<file path="config.mk">
export PLATFORM = sky130hd
export DESIGN_NAME = cdac_ctrl
export DESIGN_NICKNAME = d
export VERILOG_FILES = /design/src/cdac_pkg.sv /design/src/cdac_ctrl.sv
export VERILOG_INCLUDE_DIRS = /design/src
export SDC_FILE = /design/constraint.sdc
export NUM_CORES = 1
export LEC_CHECK = 0
export BUFFER_PORTS_ARGS = -buffer_cell sky130_fd_sc_hd__buf_2
export CORE_MARGIN = 4
export CORE_UTILIZATION = 48
export CTS_CLUSTER_DIAMETER = 60
export DETAILED_ROUTE_END_ITERATION = 10
export GPL_TIMING_DRIVEN = 0
export PLACE_DENSITY_LB_ADDON = 0.08
export SETUP_SLACK_MARGIN = 0.2
export SYNTH_ARGS = -nofsm -noshare
export SYNTH_HDL_FRONTEND = slang
export SYNTH_SLANG_ARGS = --single-unit
</file>
<file path="constraint.sdc">
create_clock -name clk_sys -period 2.4 [get_ports clk_sys]
set_input_delay 0.12 -clock clk_sys [delete_from_list [all_inputs] [get_ports clk_sys]]
set_output_delay 0.12 -clock clk_sys [all_outputs]
set_load 0.005 [all_outputs]
</file>
<file path="src/cdac_map.svh">
/*
 Register offsets, field positions, reset values and trigger encodings for the
 current DAC update control. Assumes inclusion by the package and the design.
*/
`ifndef CDAC_MAP_SVH
`define CDAC_MAP_SVH
`define CDAC_ADDR_W 2
`define CDAC_OFS_CTRL 2'h0
`define CDAC_OFS_DATA 2'h1
`define CDAC_OFS_ACTIVE 2'h2
`define CDAC_CTRL_RST 8'h00
`define CDAC_DATA_RST 8'h00
`define CDAC_SEL_HI 6
`define CDAC_SEL_LO 4
`define CDAC_CSC_BIT 3
`define CDAC_RSV_BIT 2
`define CDAC_FSR_HI 1
`define CDAC_FSR_LO 0
`define CDAC_CTRL_WMASK 8'hFB
`define CDAC_TRG_T0 3'h0
`define CDAC_TRG_T1 3'h1
`define CDAC_TRG_T2 3'h2
`define CDAC_TRG_T3 3'h3
`define CDAC_TRG_RISE 3'h4
`define CDAC_TRG_FALL 3'h5
`define CDAC_TRG_ANY 3'h6
`define CDAC_TRG_WRITE 3'h7
`define CDAC_FSR_025 2'h0
`define CDAC_FSR_050 2'h1
`define CDAC_FSR_100 2'h2
`endif

</file>
<file path="src/cdac_pkg.sv">
/*
 Types shared by the current DAC update control.
 Assumes the constant header is on the include path.
*/
package cdac_pkg;
`include "cdac_map.svh"
   typedef enum logic [1:0] {CDAC_IDLE, CDAC_ACK} cdac_bus_st_t;

   typedef struct packed {
      logic [3:0] tmr_ovf;
      logic conv_pin;
   } cdac_evt_t;

   typedef struct packed {
      logic [7:0] dac_word;
      logic constant_supply_sel;
      logic [2:0] full_scale_onehot;
   } cdac_ana_t;

   typedef struct packed {
      cdac_bus_st_t bus_st;
      logic [31:0] rdata;
      logic [7:0] ctrl;
      logic [7:0] staged;
      logic [7:0] active;
      logic pin_s1;
      logic pin_s2;
      logic pin_prev;
      logic update;
   } cdac_state_t;
endpackage

</file>
<file path="src/cdac_ctrl.sv">
/*
 Current DAC update control: Avalon-MM register slave, trigger selection,
 staging latch and active output word driven to the analog current core.
 Assumes timer overflow inputs are one-cycle pulses on clk_sys and that the
 convert-start pin is asynchronous.
*/
// Design decisions made here: register access over Avalon-MM and the register offsets.
`timescale 1ns/1ns
`include "cdac_map.svh"
module cdac_ctrl (
   // Clock and reset
   input wire logic clk_sys,
   input wire logic rst_n,
   // Avalon-MM slave
   input wire logic [`CDAC_ADDR_W-1:0] avs_address,
   input wire logic avs_read,
   input wire logic avs_write,
   input wire logic [31:0] avs_writedata,
   input wire logic [3:0] avs_byteenable,
   output logic [31:0] avs_readdata,
   output logic avs_waitrequest,
   // Trigger events
   input wire cdac_pkg::cdac_evt_t evt,
   // Analog core
   output cdac_pkg::cdac_ana_t ana,
   output logic update_pulse
);
   import cdac_pkg::*;

   cdac_state_t st_ff;
   cdac_state_t nxt_st;

   function automatic logic [2:0] fsr_decode(input logic [1:0] code);
      logic [2:0] r;
      r = 3'h0;
      case (code)
         `CDAC_FSR_025: r = 3'h1;
         `CDAC_FSR_050: r = 3'h2;
         `CDAC_FSR_100: r = 3'h4;
         default: r = 3'h0;
      endcase
      return r;
   endfunction

   logic [2:0] sel;
   logic rise;
   logic fall;
   logic trig;
   logic wr_ctrl;
   logic wr_data;
   logic req;

   assign sel = st_ff.ctrl[`CDAC_SEL_HI:`CDAC_SEL_LO];
   // Edges are taken from the second synchroniser stage against its delayed copy,
   // so a metastable first stage never reaches the edge detector.
   assign rise = st_ff.pin_s2 & ~st_ff.pin_prev;
   assign fall = ~st_ff.pin_s2 & st_ff.pin_prev;
   assign req = avs_read | avs_write;
   // Writes take effect only in the acknowledge cycle, once per request.
   assign wr_ctrl = avs_write && st_ff.bus_st == CDAC_ACK && avs_address == `CDAC_OFS_CTRL
                    && avs_byteenable[0];
   assign wr_data = avs_write && st_ff.bus_st == CDAC_ACK && avs_address == `CDAC_OFS_DATA
                    && avs_byteenable[0];

   // Only the selected source can move the output; all other timer pulses and
   // pin edges are dropped, since nothing is queued for a later mode change.
   always_comb begin
      case (sel)
         `CDAC_TRG_T0: trig = evt.tmr_ovf[0];
         `CDAC_TRG_T1: trig = evt.tmr_ovf[1];
         `CDAC_TRG_T2: trig = evt.tmr_ovf[2];
         `CDAC_TRG_T3: trig = evt.tmr_ovf[3];
         `CDAC_TRG_RISE: trig = rise;
         `CDAC_TRG_FALL: trig = fall;
         `CDAC_TRG_ANY: trig = rise | fall;
         `CDAC_TRG_WRITE: trig = wr_data;
         default: trig = 1'b0;
      endcase
   end

   always_comb begin
      nxt_st = st_ff;
      nxt_st.pin_s1 = evt.conv_pin;
      nxt_st.pin_s2 = st_ff.pin_s1;
      nxt_st.pin_prev = st_ff.pin_s2;
      nxt_st.update = 1'b0;
      case (st_ff.bus_st)
         CDAC_IDLE: begin
            if (req) begin
               nxt_st.bus_st = CDAC_ACK;
            end
         end
         CDAC_ACK: begin
            nxt_st.bus_st = CDAC_IDLE;
         end
         default: nxt_st.bus_st = CDAC_IDLE;
      endcase
      // Read data is prepared while the request waits, so it stands at the ack edge.
      if (avs_read && st_ff.bus_st == CDAC_IDLE) begin
         case (avs_address)
            `CDAC_OFS_CTRL: nxt_st.rdata = {24'h000000, st_ff.ctrl};
            `CDAC_OFS_DATA: nxt_st.rdata = {24'h000000, st_ff.staged};
            `CDAC_OFS_ACTIVE: nxt_st.rdata = {24'h000000, st_ff.active};
            default: nxt_st.rdata = 32'h00000000;
         endcase
      end
      if (wr_ctrl) begin
         // Bit 2 is masked so it always reads back zero.
         nxt_st.ctrl = avs_writedata[7:0] & `CDAC_CTRL_WMASK;
      end
      if (wr_data) begin
         nxt_st.staged = avs_writedata[7:0];
      end
      if (trig) begin
         // In direct mode the written word bypasses staging.
         nxt_st.active = (sel == `CDAC_TRG_WRITE) ? avs_writedata[7:0] : st_ff.staged;
         nxt_st.update = 1'b1;
      end
   end

   always_ff @(posedge clk_sys) begin
      // The synchroniser restarts low, so a pin that idles high shows one rising
      // edge shortly after reset; software should select the pin only afterwards.
      if (!rst_n) begin
         st_ff <= '{bus_st: CDAC_IDLE, rdata: 32'h00000000, ctrl: `CDAC_CTRL_RST,
                    staged: `CDAC_DATA_RST, active: `CDAC_DATA_RST, pin_s1: 1'b0,
                    pin_s2: 1'b0, pin_prev: 1'b0, update: 1'b0};
      end else begin
         st_ff <= nxt_st;
      end
   end

   // Every request sees exactly one wait cycle, so the master never needs a count.
   assign avs_waitrequest = req && st_ff.bus_st != CDAC_ACK;
   assign avs_readdata = st_ff.rdata;
   assign update_pulse = st_ff.update;
   // The analog core sees registered values, except full_scale_onehot, which is decoded from registered ctrl bits.
   assign ana = '{
      dac_word: st_ff.active,
      constant_supply_sel: st_ff.ctrl[`CDAC_CSC_BIT],
      full_scale_onehot: fsr_decode(st_ff.ctrl[`CDAC_FSR_HI:`CDAC_FSR_LO])
   };

   // Timer sources: the selected overflow loads the staged word one edge later.
   a_timer_load: assert property (@(posedge clk_sys) disable iff (!rst_n)
      (sel == `CDAC_TRG_T1 && evt.tmr_ovf[1] && !wr_data) |=> ana.dac_word == $past(st_ff.staged))
      else $error("timer 1 overflow did not load staged word");

   a_timer2_load: assert property (@(posedge clk_sys) disable iff (!rst_n)
      (sel == `CDAC_TRG_T2 && evt.tmr_ovf[2]) |=> ana.dac_word == $past(st_ff.staged))
      else $error("timer 2 overflow did not load staged word");

   a_timer3_load: assert property (@(posedge clk_sys) disable iff (!rst_n)
      (sel == `CDAC_TRG_T3 && evt.tmr_ovf[3]) |=> ana.dac_word == $past(st_ff.staged))
      else $error("timer 3 overflow did not load staged word");

   a_timer1_pulse: assert property (@(posedge clk_sys) disable iff (!rst_n)
      (sel == `CDAC_TRG_T1 && evt.tmr_ovf[1]) |=> update_pulse)
      else $error("timer 1 overflow gave no update pulse");

   a_timer2_pulse: assert property (@(posedge clk_sys) disable iff (!rst_n)
      (sel == `CDAC_TRG_T2 && evt.tmr_ovf[2]) |=> update_pulse)
      else $error("timer 2 overflow gave no update pulse");

   a_timer3_pulse: assert property (@(posedge clk_sys) disable iff (!rst_n)
      (sel == `CDAC_TRG_T3 && evt.tmr_ovf[3]) |=> update_pulse)
      else $error("timer 3 overflow gave no update pulse");

   // Without its own overflow a timer mode must stay quiet.
   a_t1_only: assert property (@(posedge clk_sys) disable iff (!rst_n)
      (sel == `CDAC_TRG_T1 && !evt.tmr_ovf[1]) |=> !update_pulse)
      else $error("timer 1 mode updated without its overflow");

   a_t2_only: assert property (@(posedge clk_sys) disable iff (!rst_n)
      (sel == `CDAC_TRG_T2 && !evt.tmr_ovf[2]) |=> !update_pulse)
      else $error("timer 2 mode updated without its overflow");

   a_t3_only: assert property (@(posedge clk_sys) disable iff (!rst_n)
      (sel == `CDAC_TRG_T3 && !evt.tmr_ovf[3]) |=> !update_pulse)
      else $error("timer 3 mode updated without its overflow");

   a_timer0_load: assert property (@(posedge clk_sys) disable iff (!rst_n)
      (sel == `CDAC_TRG_T0 && evt.tmr_ovf[0] && !wr_ctrl) |=> update_pulse)
      else $error("timer 0 overflow did not update");

   a_timer0_word: assert property (@(posedge clk_sys) disable iff (!rst_n)
      (sel == `CDAC_TRG_T0 && evt.tmr_ovf[0]) |=> ana.dac_word == $past(st_ff.staged))
      else $error("timer 0 overflow did not load staged word");

   a_t0_only: assert property (@(posedge clk_sys) disable iff (!rst_n)
      (sel == `CDAC_TRG_T0 && !evt.tmr_ovf[0]) |=> !update_pulse)
      else $error("timer 0 mode updated without its overflow");

   // Pin sources: edges are judged on the synchronised level only.
   a_rise_load: assert property (@(posedge clk_sys) disable iff (!rst_n)
      (sel == `CDAC_TRG_RISE && $rose(st_ff.pin_s2) && $stable(sel)) |=> update_pulse)
      else $error("rising pin edge did not update");

   a_rise_word: assert property (@(posedge clk_sys) disable iff (!rst_n)
      (sel == `CDAC_TRG_RISE && st_ff.pin_s2 && !st_ff.pin_prev)
      |=> ana.dac_word == $past(st_ff.staged))
      else $error("rising pin edge did not load staged word");

   a_rise_no_fall: assert property (@(posedge clk_sys) disable iff (!rst_n)
      (sel == `CDAC_TRG_RISE && !st_ff.pin_s2 && st_ff.pin_prev) |=> !update_pulse)
      else $error("falling pin edge updated in rising mode");

   a_fall_load: assert property (@(posedge clk_sys) disable iff (!rst_n)
      (sel == `CDAC_TRG_FALL && $fell(st_ff.pin_s2) && $stable(sel)) |=> update_pulse)
      else $error("falling pin edge did not update");

   a_fall_word: assert property (@(posedge clk_sys) disable iff (!rst_n)
      (sel == `CDAC_TRG_FALL && !st_ff.pin_s2 && st_ff.pin_prev)
      |=> ana.dac_word == $past(st_ff.staged))
      else $error("falling pin edge did not load staged word");

   a_fall_no_rise: assert property (@(posedge clk_sys) disable iff (!rst_n)
      (sel == `CDAC_TRG_FALL && st_ff.pin_s2 && !st_ff.pin_prev) |=> !update_pulse)
      else $error("rising pin edge updated in falling mode");

   a_any_edge: assert property (@(posedge clk_sys) disable iff (!rst_n)
      (sel == `CDAC_TRG_ANY && st_ff.pin_s2 != st_ff.pin_prev) |=> update_pulse)
      else $error("pin edge did not update");

   a_any_word: assert property (@(posedge clk_sys) disable iff (!rst_n)
      (sel == `CDAC_TRG_ANY && st_ff.pin_s2 != st_ff.pin_prev)
      |=> ana.dac_word == $past(st_ff.staged))
      else $error("pin edge did not load staged word");

   a_any_quiet: assert property (@(posedge clk_sys) disable iff (!rst_n)
      (sel == `CDAC_TRG_ANY && st_ff.pin_s2 == st_ff.pin_prev) |=> !update_pulse)
      else $error("any edge mode updated on a steady pin");

   // Direct mode: the write itself is the trigger and nothing else is.
   a_direct_write: assert property (@(posedge clk_sys) disable iff (!rst_n)
      (sel == `CDAC_TRG_WRITE && wr_data) |=> ana.dac_word == $past(avs_writedata[7:0]))
      else $error("direct write did not reach output");

   a_direct_pulse: assert property (@(posedge clk_sys) disable iff (!rst_n)
      (sel == `CDAC_TRG_WRITE && wr_data) |=> update_pulse)
      else $error("direct write gave no update pulse");

   a_direct_quiet: assert property (@(posedge clk_sys) disable iff (!rst_n)
      (sel == `CDAC_TRG_WRITE && !wr_data) |=> !update_pulse)
      else $error("direct mode updated without a data write");

   a_direct_both: assert property (@(posedge clk_sys) disable iff (!rst_n)
      (sel == `CDAC_TRG_WRITE && wr_data) |=> ana.dac_word == st_ff.staged)
      else $error("direct write left staging and output apart");

   // Control fields: stored on an acknowledged write and held otherwise.
   a_csc_bit: assert property (@(posedge clk_sys) disable iff (!rst_n)
      wr_ctrl |=> ana.constant_supply_sel == $past(avs_writedata[3]))
      else $error("constant supply bit not stored");

   a_csc_clear: assert property (@(posedge clk_sys) disable iff (!rst_n)
      (wr_ctrl && !avs_writedata[`CDAC_CSC_BIT]) |=> !ana.constant_supply_sel)
      else $error("constant supply bit not cleared");

   a_csc_hold: assert property (@(posedge clk_sys) disable iff (!rst_n)
      !wr_ctrl |=> $stable(ana.constant_supply_sel))
      else $error("constant supply bit changed without a write");

   a_rsv_zero: assert property (@(posedge clk_sys) disable iff (!rst_n)
      st_ff.ctrl[`CDAC_RSV_BIT] == 1'b0)
      else $error("reserved bit not zero");

   a_rsv_ignored: assert property (@(posedge clk_sys) disable iff (!rst_n)
      (wr_ctrl && avs_writedata[`CDAC_RSV_BIT]) |=> !st_ff.ctrl[`CDAC_RSV_BIT])
      else $error("reserved bit took a written one");

   a_rsv_read: assert property (@(posedge clk_sys) disable iff (!rst_n)
      (avs_read && st_ff.bus_st == CDAC_IDLE && avs_address == `CDAC_OFS_CTRL)
      |=> !avs_readdata[`CDAC_RSV_BIT])
      else $error("reserved bit read back as one");

   a_fsr_onehot: assert property (@(posedge clk_sys) disable iff (!rst_n)
      wr_ctrl && avs_writedata[1:0] == `CDAC_FSR_100 |=> ana.full_scale_onehot == 3'h4)
      else $error("full scale decode wrong");

   a_fsr_quarter: assert property (@(posedge clk_sys) disable iff (!rst_n)
      wr_ctrl && avs_writedata[1:0] == `CDAC_FSR_025 |=> ana.full_scale_onehot == 3'h1)
      else $error("quarter full scale decode wrong");

   a_fsr_half: assert property (@(posedge clk_sys) disable iff (!rst_n)
      wr_ctrl && avs_writedata[1:0] == `CDAC_FSR_050 |=> ana.full_scale_onehot == 3'h2)
      else $error("half full scale decode wrong");

   a_fsr_hold: assert property (@(posedge clk_sys) disable iff (!rst_n)
      !wr_ctrl |=> $stable(ana.full_scale_onehot))
      else $error("full scale changed without a write");

   // Staging: a written word waits for its trigger before it reaches the core.
   a_no_trig_hold: assert property (@(posedge clk_sys) disable iff (!rst_n)
      !trig |=> $stable(ana.dac_word))
      else $error("output changed without trigger");

   a_stage_write: assert property (@(posedge clk_sys) disable iff (!rst_n)
      wr_data |=> st_ff.staged == $past(avs_writedata[7:0]))
      else $error("data write did not reach staging");

   a_stage_only: assert property (@(posedge clk_sys) disable iff (!rst_n)
      (sel != `CDAC_TRG_WRITE && wr_data && !trig) |=> $stable(ana.dac_word))
      else $error("staged word reached output without trigger");

   a_pulse_word: assert property (@(posedge clk_sys) disable iff (!rst_n)
      !update_pulse |-> $stable(ana.dac_word))
      else $error("output moved without an update pulse");
endmodule

</file>
==> results of run 1 <==
## final cells by class
type | count | share of cell area [%]
Buffer | 55 | 16.39
Clock buffer | 6 | 2.934
Clock inverter | 1 | 0.2023
Inverter | 5 | 0.7587
Multi-Input combinational cell | 164 | 40.16
Sequential cell | 36 | 29.14
Tap cell | 50 | 2.529
Timing Repair Buffer | 39 | 7.891
## cells in the final DEF, fill, tap and decap left out, drive strengths merged, types with 5 or more instances in the layout
cell type | netlist | final
buf | 50 | 89
dfxtp | 36 | 36
nor2 | 30 | 30
mux2i | 25 | 25
nand2 | 24 | 24
conb | 1 | 24
a21oi | 14 | 14
clkbuf | 5 | 11
mux2 | 8 | 8
o21ai | 8 | 8
a211oi | 7 | 7
inv | 5 | 5
## cell families after synthesis
kind of cell,Yosys count
AOI/OAI and AO/OA,33
buffers and inverters,60
DFF,36
other,1
muxes,33
and+or+nand+nor,72
adders and majority gates,2
## cell usage after synthesis, types with 2 or more instances
cell / number
o21ai_0: 8
dfxtp_1: 36
and2_1: 3
a211oi_1: 7
nand3b_1: 3
ha_1: 2
mux2i_1: 25
nand2_1: 24
mux2_2: 8
nor2_1: 30
buf_2: 3
nor2b_1: 4
inv_1: 4
buf_6: 5
clkbuf_1: 5
a21oi_1: 14
nand2b_1: 2
buf_4: 42
## sequential cells by signal, indices dropped and copies added (netlist names)
name          cells
update_pulse      1
ana               9
sel               3
st_ff            13
avs_readdata      8
nxt_st            2
## where the power goes
| part | internal [mW] | switching, mW | leakage (nW) | total, mW |
|---|---|---|---|---|
| Clock | 0.197 | 0.211 | 0.0410 | 0.408 |
| Combinational | 0.0874 | 0.0813 | 0.917 | 0.169 |
| Sequential | 0.614 | 0.00930 | 0.293 | 0.623 |
| Total | 0.898 | 0.302 | 1.25 | 1.20 |
## worst max-delay path: cells and delay by family (launching register included)
kind | cells | cell delay [ns]
AOI/OAI and AO/OA | 2 | 0.36
and+or+nand+nor | 1 | 0.16
buffers and inverters | 2 | 0.21
DFF | 1 | 0.33
adders and majority gates | 1 | 0.29
muxes | 1 | 0.12
## metrics by stage
stage                     utilization [%]  setup slack, ns  instances  cell area [µm²]
after floorplan                         -           0.9156        260             2138
after global placement              59.05           0.8187        349             2396
after detailed placement            59.05           0.8104        349             2396
after CTS                           60.96           0.8090        356             2474
after global routing                60.96           0.6611        356             2474
final                               60.96           0.8327        356             2474
## metal layers
| metal | global-route usage (%) | part of all wire [%] | vias to the layer above |
|---|---|---|---|
| met2 | 26.12 | 46 | 49 |
| li1 | - | - | 861 |
| met3 | 3.420 | 8.3 | 7 |
| met1 | 20.82 | 44 | 730 |
| met4 | 6.640 | 1.2 | 0 |
| met5 | 0 | 0 | - |
## worst max path at each step
| stage | endpoint | cells after the start | slack [ns] |
|---|---|---|---|
| floorplan | ana[10] | 7 | 0.92 |
| global placement | ana[10] | 7 | 0.82 |
| detailed placement | ana[7] | 7 | 0.81 |
| CTS | ana[7] | 7 | 0.81 |
| global route | ana[5] | 7 | 0.66 |
| finish | ana[7] | 7 | 0.83 |
==> results.md, run 1 <==
- The flow ran to the end, and the final reports show no timing, DRC or antenna violations.
- The area share of the largest cell type after synthesis is 35.12%.
- The final layout contains routed wiring with a total length of 4172 µm.
- The number of antenna violations at the first check in global routing is 0.
- By area the synthesized netlist is led by dfxtp_1 35%, buf_4 15%, mux2i_1 12%.
- For this run, asynchronously set or reset flops after synthesis account for 0%.
- The final critical path takes up 65.30% of the cycle.
- Of all nets on the critical path, the largest fanout is 9.
- a little over 90 I/O pins were placed.
- Of all cell types, the one taking the most synthesized area is dfxtp_1.
- After clock tree synthesis, the flow added hold-fix buffers numbering 0.
- Static timing analysis puts the maximum clock frequency at between 600 and 700 MHz.
- The area of the core region is approximately 4100 µm².
- The setup slack of the worst register-to-register path is ~0.83 ns.
- For this run, the detailed router's first-pass iteration total came to 4.
- The multi-input combinational cells in the finished layout cover a total of between 900 and 1000 µm².
- The path with the worst hold slack has its endpoint at nxt_st[2].
- The worst setup path category is flop to flop.
- The number of filler instances in the final layout is about 370.
- The routed length per instance is between 10 and 15 µm.
- Synthesis instantiated 30 different standard cells from the library.
- No sink is reached through more buffers than the 2 on the longest clock path.
- The max-slew violation count is 0.
- The die covers about 5400 µm².
- The endpoint identified for the worst register-to-register timing path is ana[7].
- The clock skew is approximately 0.0053 ns.
- TritonCTS built the clock tree.
- The number of max-cap violations is 0.
- The number of nets with antenna violations after routing is 0.
- Summing over every cut layer, the via total after detailed routing is about 1600.
- The portion of synthesized area spent on multiplexers is between 15 and 20%.
- The highest cell delay on the worst timing path is around 0.33 ns.
- The dominant register cell in the synthesized netlist is dfxtp_1.
- The critical path startpoint category is a flop.
- The sequential share of the synthesized area is a little over a third.
- The weighted congestion reported at the end of routability-driven placement is 0.7575.
- The depth of the worst register-to-register path is 7.
- After floorplanning, the core was divided into 23 placement rows.
- The floorplan step set the die width to 73.38 µm.
- Post-CTS timing repair inserted 0 buffers for setup.
- The via count of the first global-routing pass is roughly 1500.
- The number of H-tree levels is 2.
- IR analysis of the VDD net gives a maximum drop of between 300 and 400 µV.
- For the final routed database, the setup TNS stands at 0 ns.
- Buffers placed on the I/O ports in this run total 39.
- In this run, the number of DRC markers left after iteration 0 of detailed routing was between 70 and 80.
- The wire length of the first global-routing pass is ~6600 µm.
- The mean cell area of the mapped netlist is ~8.7 µm².
- Synthesis inferred 36 register bits.
- From bottom edge to top edge, the die measures 73.38 µm.
- Among all stages on the critical path, the largest delay is contributed by dfxtp_1.
- In the global route stage, overall resource usage came out at 16.14%.
- Setup repair after global routing left no endpoint under its margin.
- The basic-gate share of the synthesized area counting and, or, nand and nor cells is between 10% and 20%.
- The worst pin sits at a relative slew slack of 59.86%.
- The instance count along the most critical hold path is 2.
- The total overflow left after global routing is 0.
- The post-route minimum period is 1.567 ns.
- The total number of nets in the final design is 355.
- After Yosys synthesis, full adders, half adders and majority gates account for 1.220% of the synthesized area.
- The final setup violation count is 0.
- The areal power density over the cells is 485.0 nW/µm².
- The total power consumption of the routed design is 1.200 mW.
- The maximum number of pins on one net before global-route repair is 11.
- The detailed placement HPWL is approximately 3100 µm.
- The average vias per placed instance is roughly 4.6.
- The synthesized netlist occupies a cell area of around 2100 µm².
- The initial utilization of the core area, before any placement, comes to between 50% and 60%.
- The buffer type at the clock tree root is clkbuf_8.
- The startpoint identified for the worst register-to-register timing path is st_ff[1].
- The TritonCTS buffer count is 5.
- The most critical setup path has its startpoint at st_ff[1].
- 0 antenna diodes ended up in the layout.
- Once the clock tree was built, the resizer swapped 0 gates to a different size.
- The final hold violation count came to 0.
- Synthesis handed over a netlist of ~240 instances.
- For the worst setup path, the data required time is 2.58 ns.
- The clock insertion delay at the later pin of the skew report is just under 0.3 ns.
- The fraction of the mapped netlist area in compound gates is approximately a tenth.
- The hold path startpoint is evt[0].
- The number of remaining DRC errors is 0.
- From synthesis to final layout, the design area changed by 20.55%.
- The number of flops mapped to enable cells by yosys is 0.
- By area, the combinational part of the netlist is dominated by buffers and inverters.
- STA classifies the critical path endpoint as a flop.
- The signal on the critical path passes through inv_1, ha_1, and2_1, o311ai_1, o211ai_1, buf_6, mux2i_1.
- The slew at the pin closest to its max-slew limit is about 0.6 ns.
- The register area is 720.7 µm².
- The proportion of layout cells with a drive suffix above 1 is between 30% and 40%.
- The analysis attributes to cell leakage a power of about 1.3 nW.
- Summing the areas of all xor and xnor instances in the mapped netlist gives 0% of the synthesized area.
- The worst path arrival time is ~1.8 ns.
- The CTS clock-pin slew for the worst setup and hold paths is 0.07 ns.
- The number of clock sinks is 36.
- The Yosys step of the flow raised 0 warnings.
- The worst hold margin is 0.03202 ns.
- The type of the worst min-delay path is input port to flop.
No activity file was read; power rests on OpenSTA's default activity.
==> run 2, diff against run 1 <==
--- a/config.mk
+++ b/config.mk
@@ -6,9 +6,10 @@
 export SDC_FILE = /design/constraint.sdc
 export NUM_CORES = 1
 export LEC_CHECK = 0
+export ABC_AREA = 1
 export BUFFER_PORTS_ARGS = -buffer_cell sky130_fd_sc_hd__buf_2
 export CORE_MARGIN = 4
-export CORE_UTILIZATION = 48
+export CORE_UTILIZATION = 46
 export CTS_CLUSTER_DIAMETER = 60
 export DETAILED_ROUTE_END_ITERATION = 10
 export GPL_TIMING_DRIVEN = 0
==> constraint.sdc (replaced) <==
create_clock -name clk_sys -period 1.5 [get_ports clk_sys]
set_input_delay 0.075 -clock clk_sys [delete_from_list [all_inputs] [get_ports clk_sys]]
set_output_delay 0.075 -clock clk_sys [all_outputs]
set_load 0.005 [all_outputs]
==> results.md, run 2 <==
- The flow ran to the end, and the final reports show no timing, DRC or antenna violations.
- The startpoint of the worst register-to-register path is st_ff[1].
- The proportion of layout cells with a drive suffix above 1 is 34.97% (about the same).
- The total via count in the routed design came to 1850 (+12%).
- The critical path startpoint category is a flop.
- The first-pass iteration count of the detailed router is 4 (unchanged).
- The number of top-level pins was 93 (unchanged).
- The total power consumption of the routed design is 2.202 mW (+84%).
- The floorplan die width is 73.81 µm (+0.58%).
- In the layout the commonest cells are 68 x nand2_1, 44 x buf_4, 40 x buf_2.
- The total instance count after detailed placement is 403 (+15%).
- The number of filler instances in the final layout was 400 (+8.7%).
- The final setup violation count is 0 (unchanged).
- The wire length of the first global-routing pass is 7176 µm (+8.3%).
- The synthesized netlist cell count came to 290 (+22%).
- The clock tree from TritonCTS is yes.
- The fraction of synthesis flops using an asynchronous set or reset pin was 0% (unchanged).
- The cell area reported after detailed placement was 2342 µm² (-2.2%).
- The area share of the largest cell type after synthesis is 36.18% (+1.1 points).
- The most used flip-flop cell after synthesis is dfxtp_1.
- The worst register-to-register path ends at ana[8].
- The total number of nets in the final design is 414 (+17%).
- The worst path arrival time is 1.67 ns (-0.08 ns).
- The clock insertion delay at the later pin of the skew report was 0.29 ns (about the same).
- The post-route fraction of the period consumed by the critical path was 98.24% (+33 points).
- The depth of the worst register-to-register path came to 11 (+4).
- The via count of the first global-routing pass came to 1567 (+7.8%).
- The number of max-cap violations came to 0 (unchanged).
- The final standard cell area without fillers is 2574 µm² (+4.0%).
- The distinct cell type count of the synthesized netlist was 25 (-17%).
- The floorplan die height is 73.81 µm (+0.58%).
- The slew at the pin closest to its max-slew limit is 0.6326 ns (+0.03053 ns).
- The number of flip-flops in the largest register was 13 (unchanged).
- The setup slack of the worst register-to-register path came to 0.03 ns (-0.81 ns).
- The library cell used most frequently in the layout, excluding fill and tap cells, is nand2_1.
- The internal power consumption was 1.647 mW (+83%).
- The critical path in this run is classified as flop to flop.
- The number of synthesis warnings is 0 (unchanged).
- The share of total power in the clock network is 39.1% (+5.1 points).
- The maximum number of buffers from clock root to sink is 2 (unchanged).
- The sort of element at the end of the critical path is a flop.
- The critical path endpoint is ana[8].
- The highest net fanout along the worst path is 5 (-4).
- Setup repair after global routing could not meet its margin everywhere.
- The post-route non-filler standard cell count is 416 (+17%).
- The highest ir drop seen on vdd is 693.0 µV (+120%).
- The routed length per instance is 10.90 µm (-7.0%).
- The sequential share of the synthesized area was 36.18% (+1.1 points).
- The combined global-route utilization of all metal layers is 17.23% (+1.1 points).
- The post-route minimum period is 1.474 ns (-0.09371 ns).
- The number of remaining DRC errors is 0 (unchanged).
- The mean cell area of the mapped netlist was 6.869 µm² (-21%).
- The number of antenna diodes was 0 (unchanged).
- The number of antenna violations at the first check in global routing is 0 (unchanged).
- The synthesized flop and latch total was 36 (unchanged).
- The static leakage power is 1.339 nW (+7.1%).
- The initial core utilization is 48.74% (-1.8 points).
- The net switching power of the design is 554.9 µW (+84%).
- The final hold violation count is 0 (unchanged).
- The register area is 725.7 µm² (+0.69%).
- The maximum number of pins on one net before global-route repair was 13 (+2).
- The weighted congestion reported at the end of routability-driven placement is 0.8226 (+8.6%).
- The area of the core region was 4086 µm² (+0.71%).
- The combinational share of power is 14.8% (+0.7 points).
- The number of H-tree levels is 2 (unchanged).
- The post-synthesis instance area was 1992 µm² (-2.9%).
- The fmax is 678.6 MHz (+6.4%).
- The commonest cells after synthesis are 72 x nand2_1, 41 x buf_4, 41 x nor2_1, 36 x dfxtp_1, 25 x inv_1.
- The die area is 5447 µm² (+1.2%).
- The number of standard-cell rows in the floorplan is 23 (unchanged).
- Ranked by flip-flop count, first place goes to st_ff.
- The detailed placement HPWL was 3347 µm (+7.0%).
- The routed wire length is 4533 µm (+8.7%).
- The required arrival time at the worst endpoint is 1.69 ns (-0.89 ns).
- The number of nets with antenna violations after routing was 0 (unchanged).
- The cell taking the most area after synthesis is dfxtp_1.
- The worst hold margin is 0.03420 ns (+0.002179 ns).
- The areal power density over the cells is 855.6 nW/µm² (+76%).
- nand2_1 is the most common cell in the netlist.
- The number of input and output port buffers inserted is 40 (+2.6%).
- The instance count along the most critical hold path is 3 (+1).
- The TritonCTS buffer count is 5 (unchanged).
- The total congestion overflow after global routing is 0 (unchanged).
- The number of flops mapped to enable cells by yosys is 0 (unchanged).
- The clock skew came to 0.007382 ns (+0.002095 ns).
- The relative slew slack is 57.67% (-2.2 points).
- Clock tree synthesis selected as its root buffer the cell clkbuf_8.
- The number of clock sinks is 36 (unchanged).
- The average vias per placed instance is 4.447 (-3.9%).
- In this run the worst setup path begins at st_ff[1].
- The CTS clock-pin slew for the worst setup and hold paths is 0.08 ns (about the same).
- The max-slew violation count came to 0 (unchanged).
- The area used by multi-input combinational logic came to 960.9 µm² (-3.3%).
- The detailed router's first-iteration violation count was 94 (+27%).
- From synthesis to final layout, the design area changed by 29.21%.
- The path class of the tightest hold or removal check is input port to flop.
- Yosys attributes the largest share of cell area to dfxtp_1 36%, buf_4 15%, nand2_1 14%.
- The net switching fraction of the power is 25.20% (+0.057 points).
- The sequential share of power was 46.1% (-5.8 points).
==> run 2: cell types whose count changed after synthesis, sizes merged, moves of 4 or more <==
cell and change:
mux2i -25, nor2 +12, o21ai +10, nor2b -4, inv +22, nand3 +16
mux2 -6, nand2 +51, a211oi -7, buf -5
==> run 2: how the worst min path moves through the flow <==
stage | start | end | slack (ns)
finish | avs_writedata[2] | st_ff[14] | 0.03
global route | avs_writedata[2] | st_ff[14] | 0.05
CTS | avs_writedata[2] | st_ff[14] | 0.02
detailed placement | evt[0] | nxt_st[2] | 0.27
global placement | evt[0] | nxt_st[2] | 0.26
floorplan | evt[0] | nxt_st[2] | 0.17
==> run 2: logic make-up (layout without fill, tap and decap cells) <==
family,after synthesis,after routing,synth area share [%]
adders and majority gates,2,2,1.256
AOI/OAI and AO/OA,35,35,9.108
muxes,2,2,1.131
other,1,24,0.1883
DFF,36,36,36.18
buffers and inverters,75,128,23.49
and+or+nand+nor,139,139,28.64
==> run 2: area by class of cell <==
cell class | instances | share of cell area, %
clock inverter | 3 | 1.653
clock buffer | 5 | 2.674
sequential | 36 | 28.20
tap | 50 | 2.431
timing repair buffer | 45 | 9.480
inverter | 28 | 4.084
buffer | 47 | 14.15
multi-input combinational | 202 | 37.34
==> run 2: power by group through the flow <==
stage / logic [mW] / registers [mW] / clock network [mW]
6_report: 0.326 / 1.02 / 0.860
4_1_cts: 0.318 / 1.01 / 0.879
3_5_place_dp: 0.296 / 1.03 / 0
3_3_place_gp: 0.293 / 1.03 / 0
5_1_grt: 0.366 / 1.02 / 0.914
2_1_floorplan: 0.211 / 1.03 / 0
==> run 2: critical path, stage by stage, from the launching register on <==
cell and delay [ns]:
dfxtp_2 0.33, buf_4 0.12, ha_2 0.18, nand3_2 0.06
nand2_1 0.06, nor2_1 0.10, nand2_1 0.08, nand2_2 0.09
nand2_4 0.07, buf_6 0.14, nor2_2 0.09, nor2_1 0.04
==> run 2: stage by stage <==
| step | setup WS [ns] | utilization [%] | setup TNS [ns] |
|---|---|---|---|
| floorplan | 0.1198 | - | 0 |
| finish | 0.02645 | 62.98 | 0 |
| global route | -0.1353 | 62.98 | -0.7779 |
| CTS | 0.02400 | 62.12 | 0 |
| global placement | 0.01007 | 57.32 | 0 |
| detailed placement | -0.003696 | 57.32 | -0.005796 |
==> run 2: timing repair <==
action	CTS	global route
pin swaps	8	10
resized for setup	15	11
setup buffers	3	0
hold buffers	1	0
setup endpoints to repair	26	24
endpoints found under the hold margin	1	0
cloned	1	0
==> run 2: per-layer routing <==
layer  track usage [%]  vias to the layer above  wire length, µm
li1                  -                      991                -
met1             22.11                      803             1998
met2             28.05                       50             2190
met3             5.062                        6              300
met4             4.628                        0               44
met5                 0                        -                0
==> run 3, diff against run 2 <==
--- a/config.mk
+++ b/config.mk
@@ -10,7 +10,6 @@
 export BUFFER_PORTS_ARGS = -buffer_cell sky130_fd_sc_hd__buf_2
 export CORE_MARGIN = 4
 export CORE_UTILIZATION = 46
-export CTS_CLUSTER_DIAMETER = 60
 export DETAILED_ROUTE_END_ITERATION = 10
 export GPL_TIMING_DRIVEN = 0
 export PLACE_DENSITY_LB_ADDON = 0.08
==> constraint.sdc (replaced) <==
create_clock -name clk_sys -period 1.65 [get_ports clk_sys]
set_input_delay 0.0825 -clock clk_sys [delete_from_list [all_inputs] [get_ports clk_sys]]
set_output_delay 0.0825 -clock clk_sys [all_outputs]
set_load 0.005 [all_outputs]
==> results.md, run 3 (same netlist as run 2, synthesis figures left out) <==
- The highest net fanout along the worst path is 5 (unchanged).
- The instance count along the most critical hold path was 3 (unchanged).
- The fmax is 684.4 MHz (+0.85%).
- The slew at the pin closest to its max-slew limit came to 0.6075 ns (-0.02509 ns).
- The routed length per instance is 10.76 µm (-1.3%).
- The signal on the critical path passes through inv_2, ha_4, inv_2, nand3_2, nand2_2, nor2_2, nand2_1, nand2_2, nand2_4, buf_6, nand2_2, nand2_2, nor2_1.
- The total met3 wirelength after detailed routing is 276 µm (-8.0%).
- The number of max-cap violations is 0 (unchanged).
- The amount of wire on met2 after detailed routing came to 2153 µm (-1.7%).
- The floorplan die width is 73.81 µm (unchanged).
- The worst path arrival time is 1.69 ns (+0.02 ns).
- The highest ir drop seen on vdd is 644.0 µV (-7.1%).
- The buffer type at the clock tree root is clkbuf_8.
- Setup repair after global routing could not meet its margin everywhere.
- The areal power density over the cells is 770.3 nW/µm² (-10%).
- The number of standard-cell rows in the floorplan came to 23 (unchanged).
- The final setup violation count is 0 (unchanged).
- The library cell used most frequently in the layout, excluding fill and tap cells, is nand2_1.
- In this run the worst hold path is classified as input port to flop.
- The first-pass iteration count of the detailed router is 4 (unchanged).
- The static leakage power is 1.339 nW (about the same).
- The number of clock sinks is 36 (unchanged).
- The weighted congestion reported at the end of routability-driven placement is 0.7872 (-4.3%).
- The initial core utilization came to 48.74% (unchanged).
- The hold path startpoint is avs_writedata[1].
- The final sum of negative setup slack came to 0 ns (unchanged).
- The relative slew slack is 59.35% (+1.7 points).
- The wire length the detailed router placed on met1 is 1994 µm (-0.20%).
- The number of top-level pins was 93 (unchanged).
- The number of H-tree levels was 2 (unchanged).
- The detailed router's first-iteration violation count is 97 (+3.2%).
- The area of the core region was 4086 µm² (unchanged).
- The clock insertion delay at the later pin of the skew report is 0.29 ns (about the same).
- The number of nets with antenna violations after routing is 0 (unchanged).
- The area added between synthesis and finish was 29.15% (about the same).
- The combined global-route utilization of all metal layers is 16.42% (-0.81 points).
- The number of input and output port buffers inserted is 40 (unchanged).
- The run finished with clean final reports.
- The smallest setup slack after layout is 0.1889 ns (+0.1625 ns).
- The total instance count after detailed placement came to 403 (unchanged).
- The max-slew violation count is 0 (unchanged).
- The worst setup path category is flop to flop.
- The wire length of the first global-routing pass was 6879 µm (-4.1%).
- TritonCTS built the clock tree.
- The number of flip-flops in the largest register is 13 (unchanged).
- The average vias per placed instance is 4.445 (about the same).
- The critical path startpoint category is a flop.
- The largest individual stage delay along the critical path comes from the cell dfxtp_2.
- The die area is 5447 µm² (unchanged).
- The proportion of layout cells with a drive suffix above 1 is 34.43% (-0.55 points).
- The total congestion overflow after global routing was 0 (unchanged).
- The clock skew is 0.003068 ns (-0.004314 ns).
- The area used by multi-input combinational logic is 965.9 µm² (+0.52%).
- The total number of nets in the final design was 414 (unchanged).
- The total power consumption of the routed design came to 1.982 mW (-10%).
- The detailed placement HPWL is 3314 µm (-1.0%).
- The CTS clock-pin slew for the worst setup and hold paths is 0.07 ns (about the same).
- The highest cell delay on the worst timing path is 0.34 ns (about the same).
- The first element of the critical path is st_ff[1].
- The TritonCTS buffer count is 5 (unchanged).
- Counting flops per register, the top entry is st_ff.
- The via count of the first global-routing pass came to 1544 (-1.5%).
- The pre-CTS setup slack is 0.1286 ns (+0.1323 ns).
- The maximum number of pins on one net before global-route repair came to 12 (-1).
- The post-route non-filler standard cell count came to 416 (unchanged).
- The number of remaining DRC errors is 0 (unchanged).
- STA classifies the critical path endpoint as a flop.
- In this run the top signal layer used is met4.
- The number of filler instances in the final layout is 402 (+0.50%).
- The utilization after layout was 62.95% (about the same).
- The post-route fraction of the period consumed by the critical path is 88.55% (-9.7 points).
- The routed wire length is 4476 µm (-1.3%).
- The number of antenna violations at the first check in global routing is 0 (unchanged).
- The register area is 723.2 µm² (-0.34%).
- The startpoint identified for the worst register-to-register timing path is st_ff[1].
- The number of antenna diodes was 0 (unchanged).
- The post-route minimum period is 1.461 ns (-0.01247 ns).
- The maximum number of buffers from clock root to sink came to 2 (unchanged).
- The final hold violation count was 0 (unchanged).
- The depth of the worst register-to-register path is 13 (+2).
- The required arrival time at the worst endpoint is 1.88 ns (+0.19 ns).
- The floorplan die height is 73.81 µm (unchanged).
- In the layout the commonest cells are 65 x nand2_1, 44 x buf_4, 40 x buf_2.
- The total via count in the routed design is 1849 (-0.054%).
- Among the stages of the critical path, the cell type that occurs most often is nand2_2.
run 3: changes by cell type in the layout (fill, tap and decap cells not counted), sizes merged:
| cell | change |
|---|---|
| clkbuf | +1 |
| clkinvlp | -1 |
run 3: routing by layer:
layer | up-vias | GRT usage, %
li1 | 991 | -
met3 | 6 | 3.694
met4 | 0 | 4.829
met5 | - | 0
met1 | 803 | 20.47
met2 | 49 | 28.05
run 3: worst paths after layout:
path / endpoint / slack (ns)
max: ana[10] / 0.19
min: st_ff[13] / 0.05
max reg2reg: ana[10] / 0.19
min reg2reg: nxt_st[1] / 0.41
run 3: where the power goes:
part / internal [mW] / switching (mW)
Combinational: 0.151 / 0.146
Clock: 0.448 / 0.314
Sequential: 0.900 / 0.0225
run 3: through the flow:
stage | instance area (µm²) | hold slack (ns)
final | 2572 | 0.04953
after detailed placement | 2341 | 0.2696
after global placement | 2341 | 0.2654
after floorplan | 2078 | 0.1801
after CTS | 2512 | 0.04299
after global routing | 2572 | 0.05326
run 3: area by class of cell:
type | count | share of cell area [%]
Clock buffer | 6 | 2.821
Tap cell | 50 | 2.432
Sequential cell | 36 | 28.11
Clock inverter | 2 | 1.362
Inverter | 28 | 4.086
Timing Repair Buffer | 45 | 9.484
Multi-Input combinational cell | 202 | 37.55
Buffer | 47 | 14.15
run 3: critical path, delay by kind of cell (launching register included):
| family | cells | cell delay, ns |
|---|---|---|
| fa+ha+maj | 1 | 0.25 |
| buf+inv | 3 | 0.21 |
| flops | 1 | 0.34 |
| simple gates | 9 | 0.60 |
run 3: timing repair:
action                                  4_1_cts  5_1_grt
setup buffers                                 2        1
endpoints found under the setup margin        6       23
pin swaps                                     5       10
hold buffers                                  1        0
gates resized for setup                      10       16
endpoints found under the hold margin         1        0
gates cloned                                  1        0
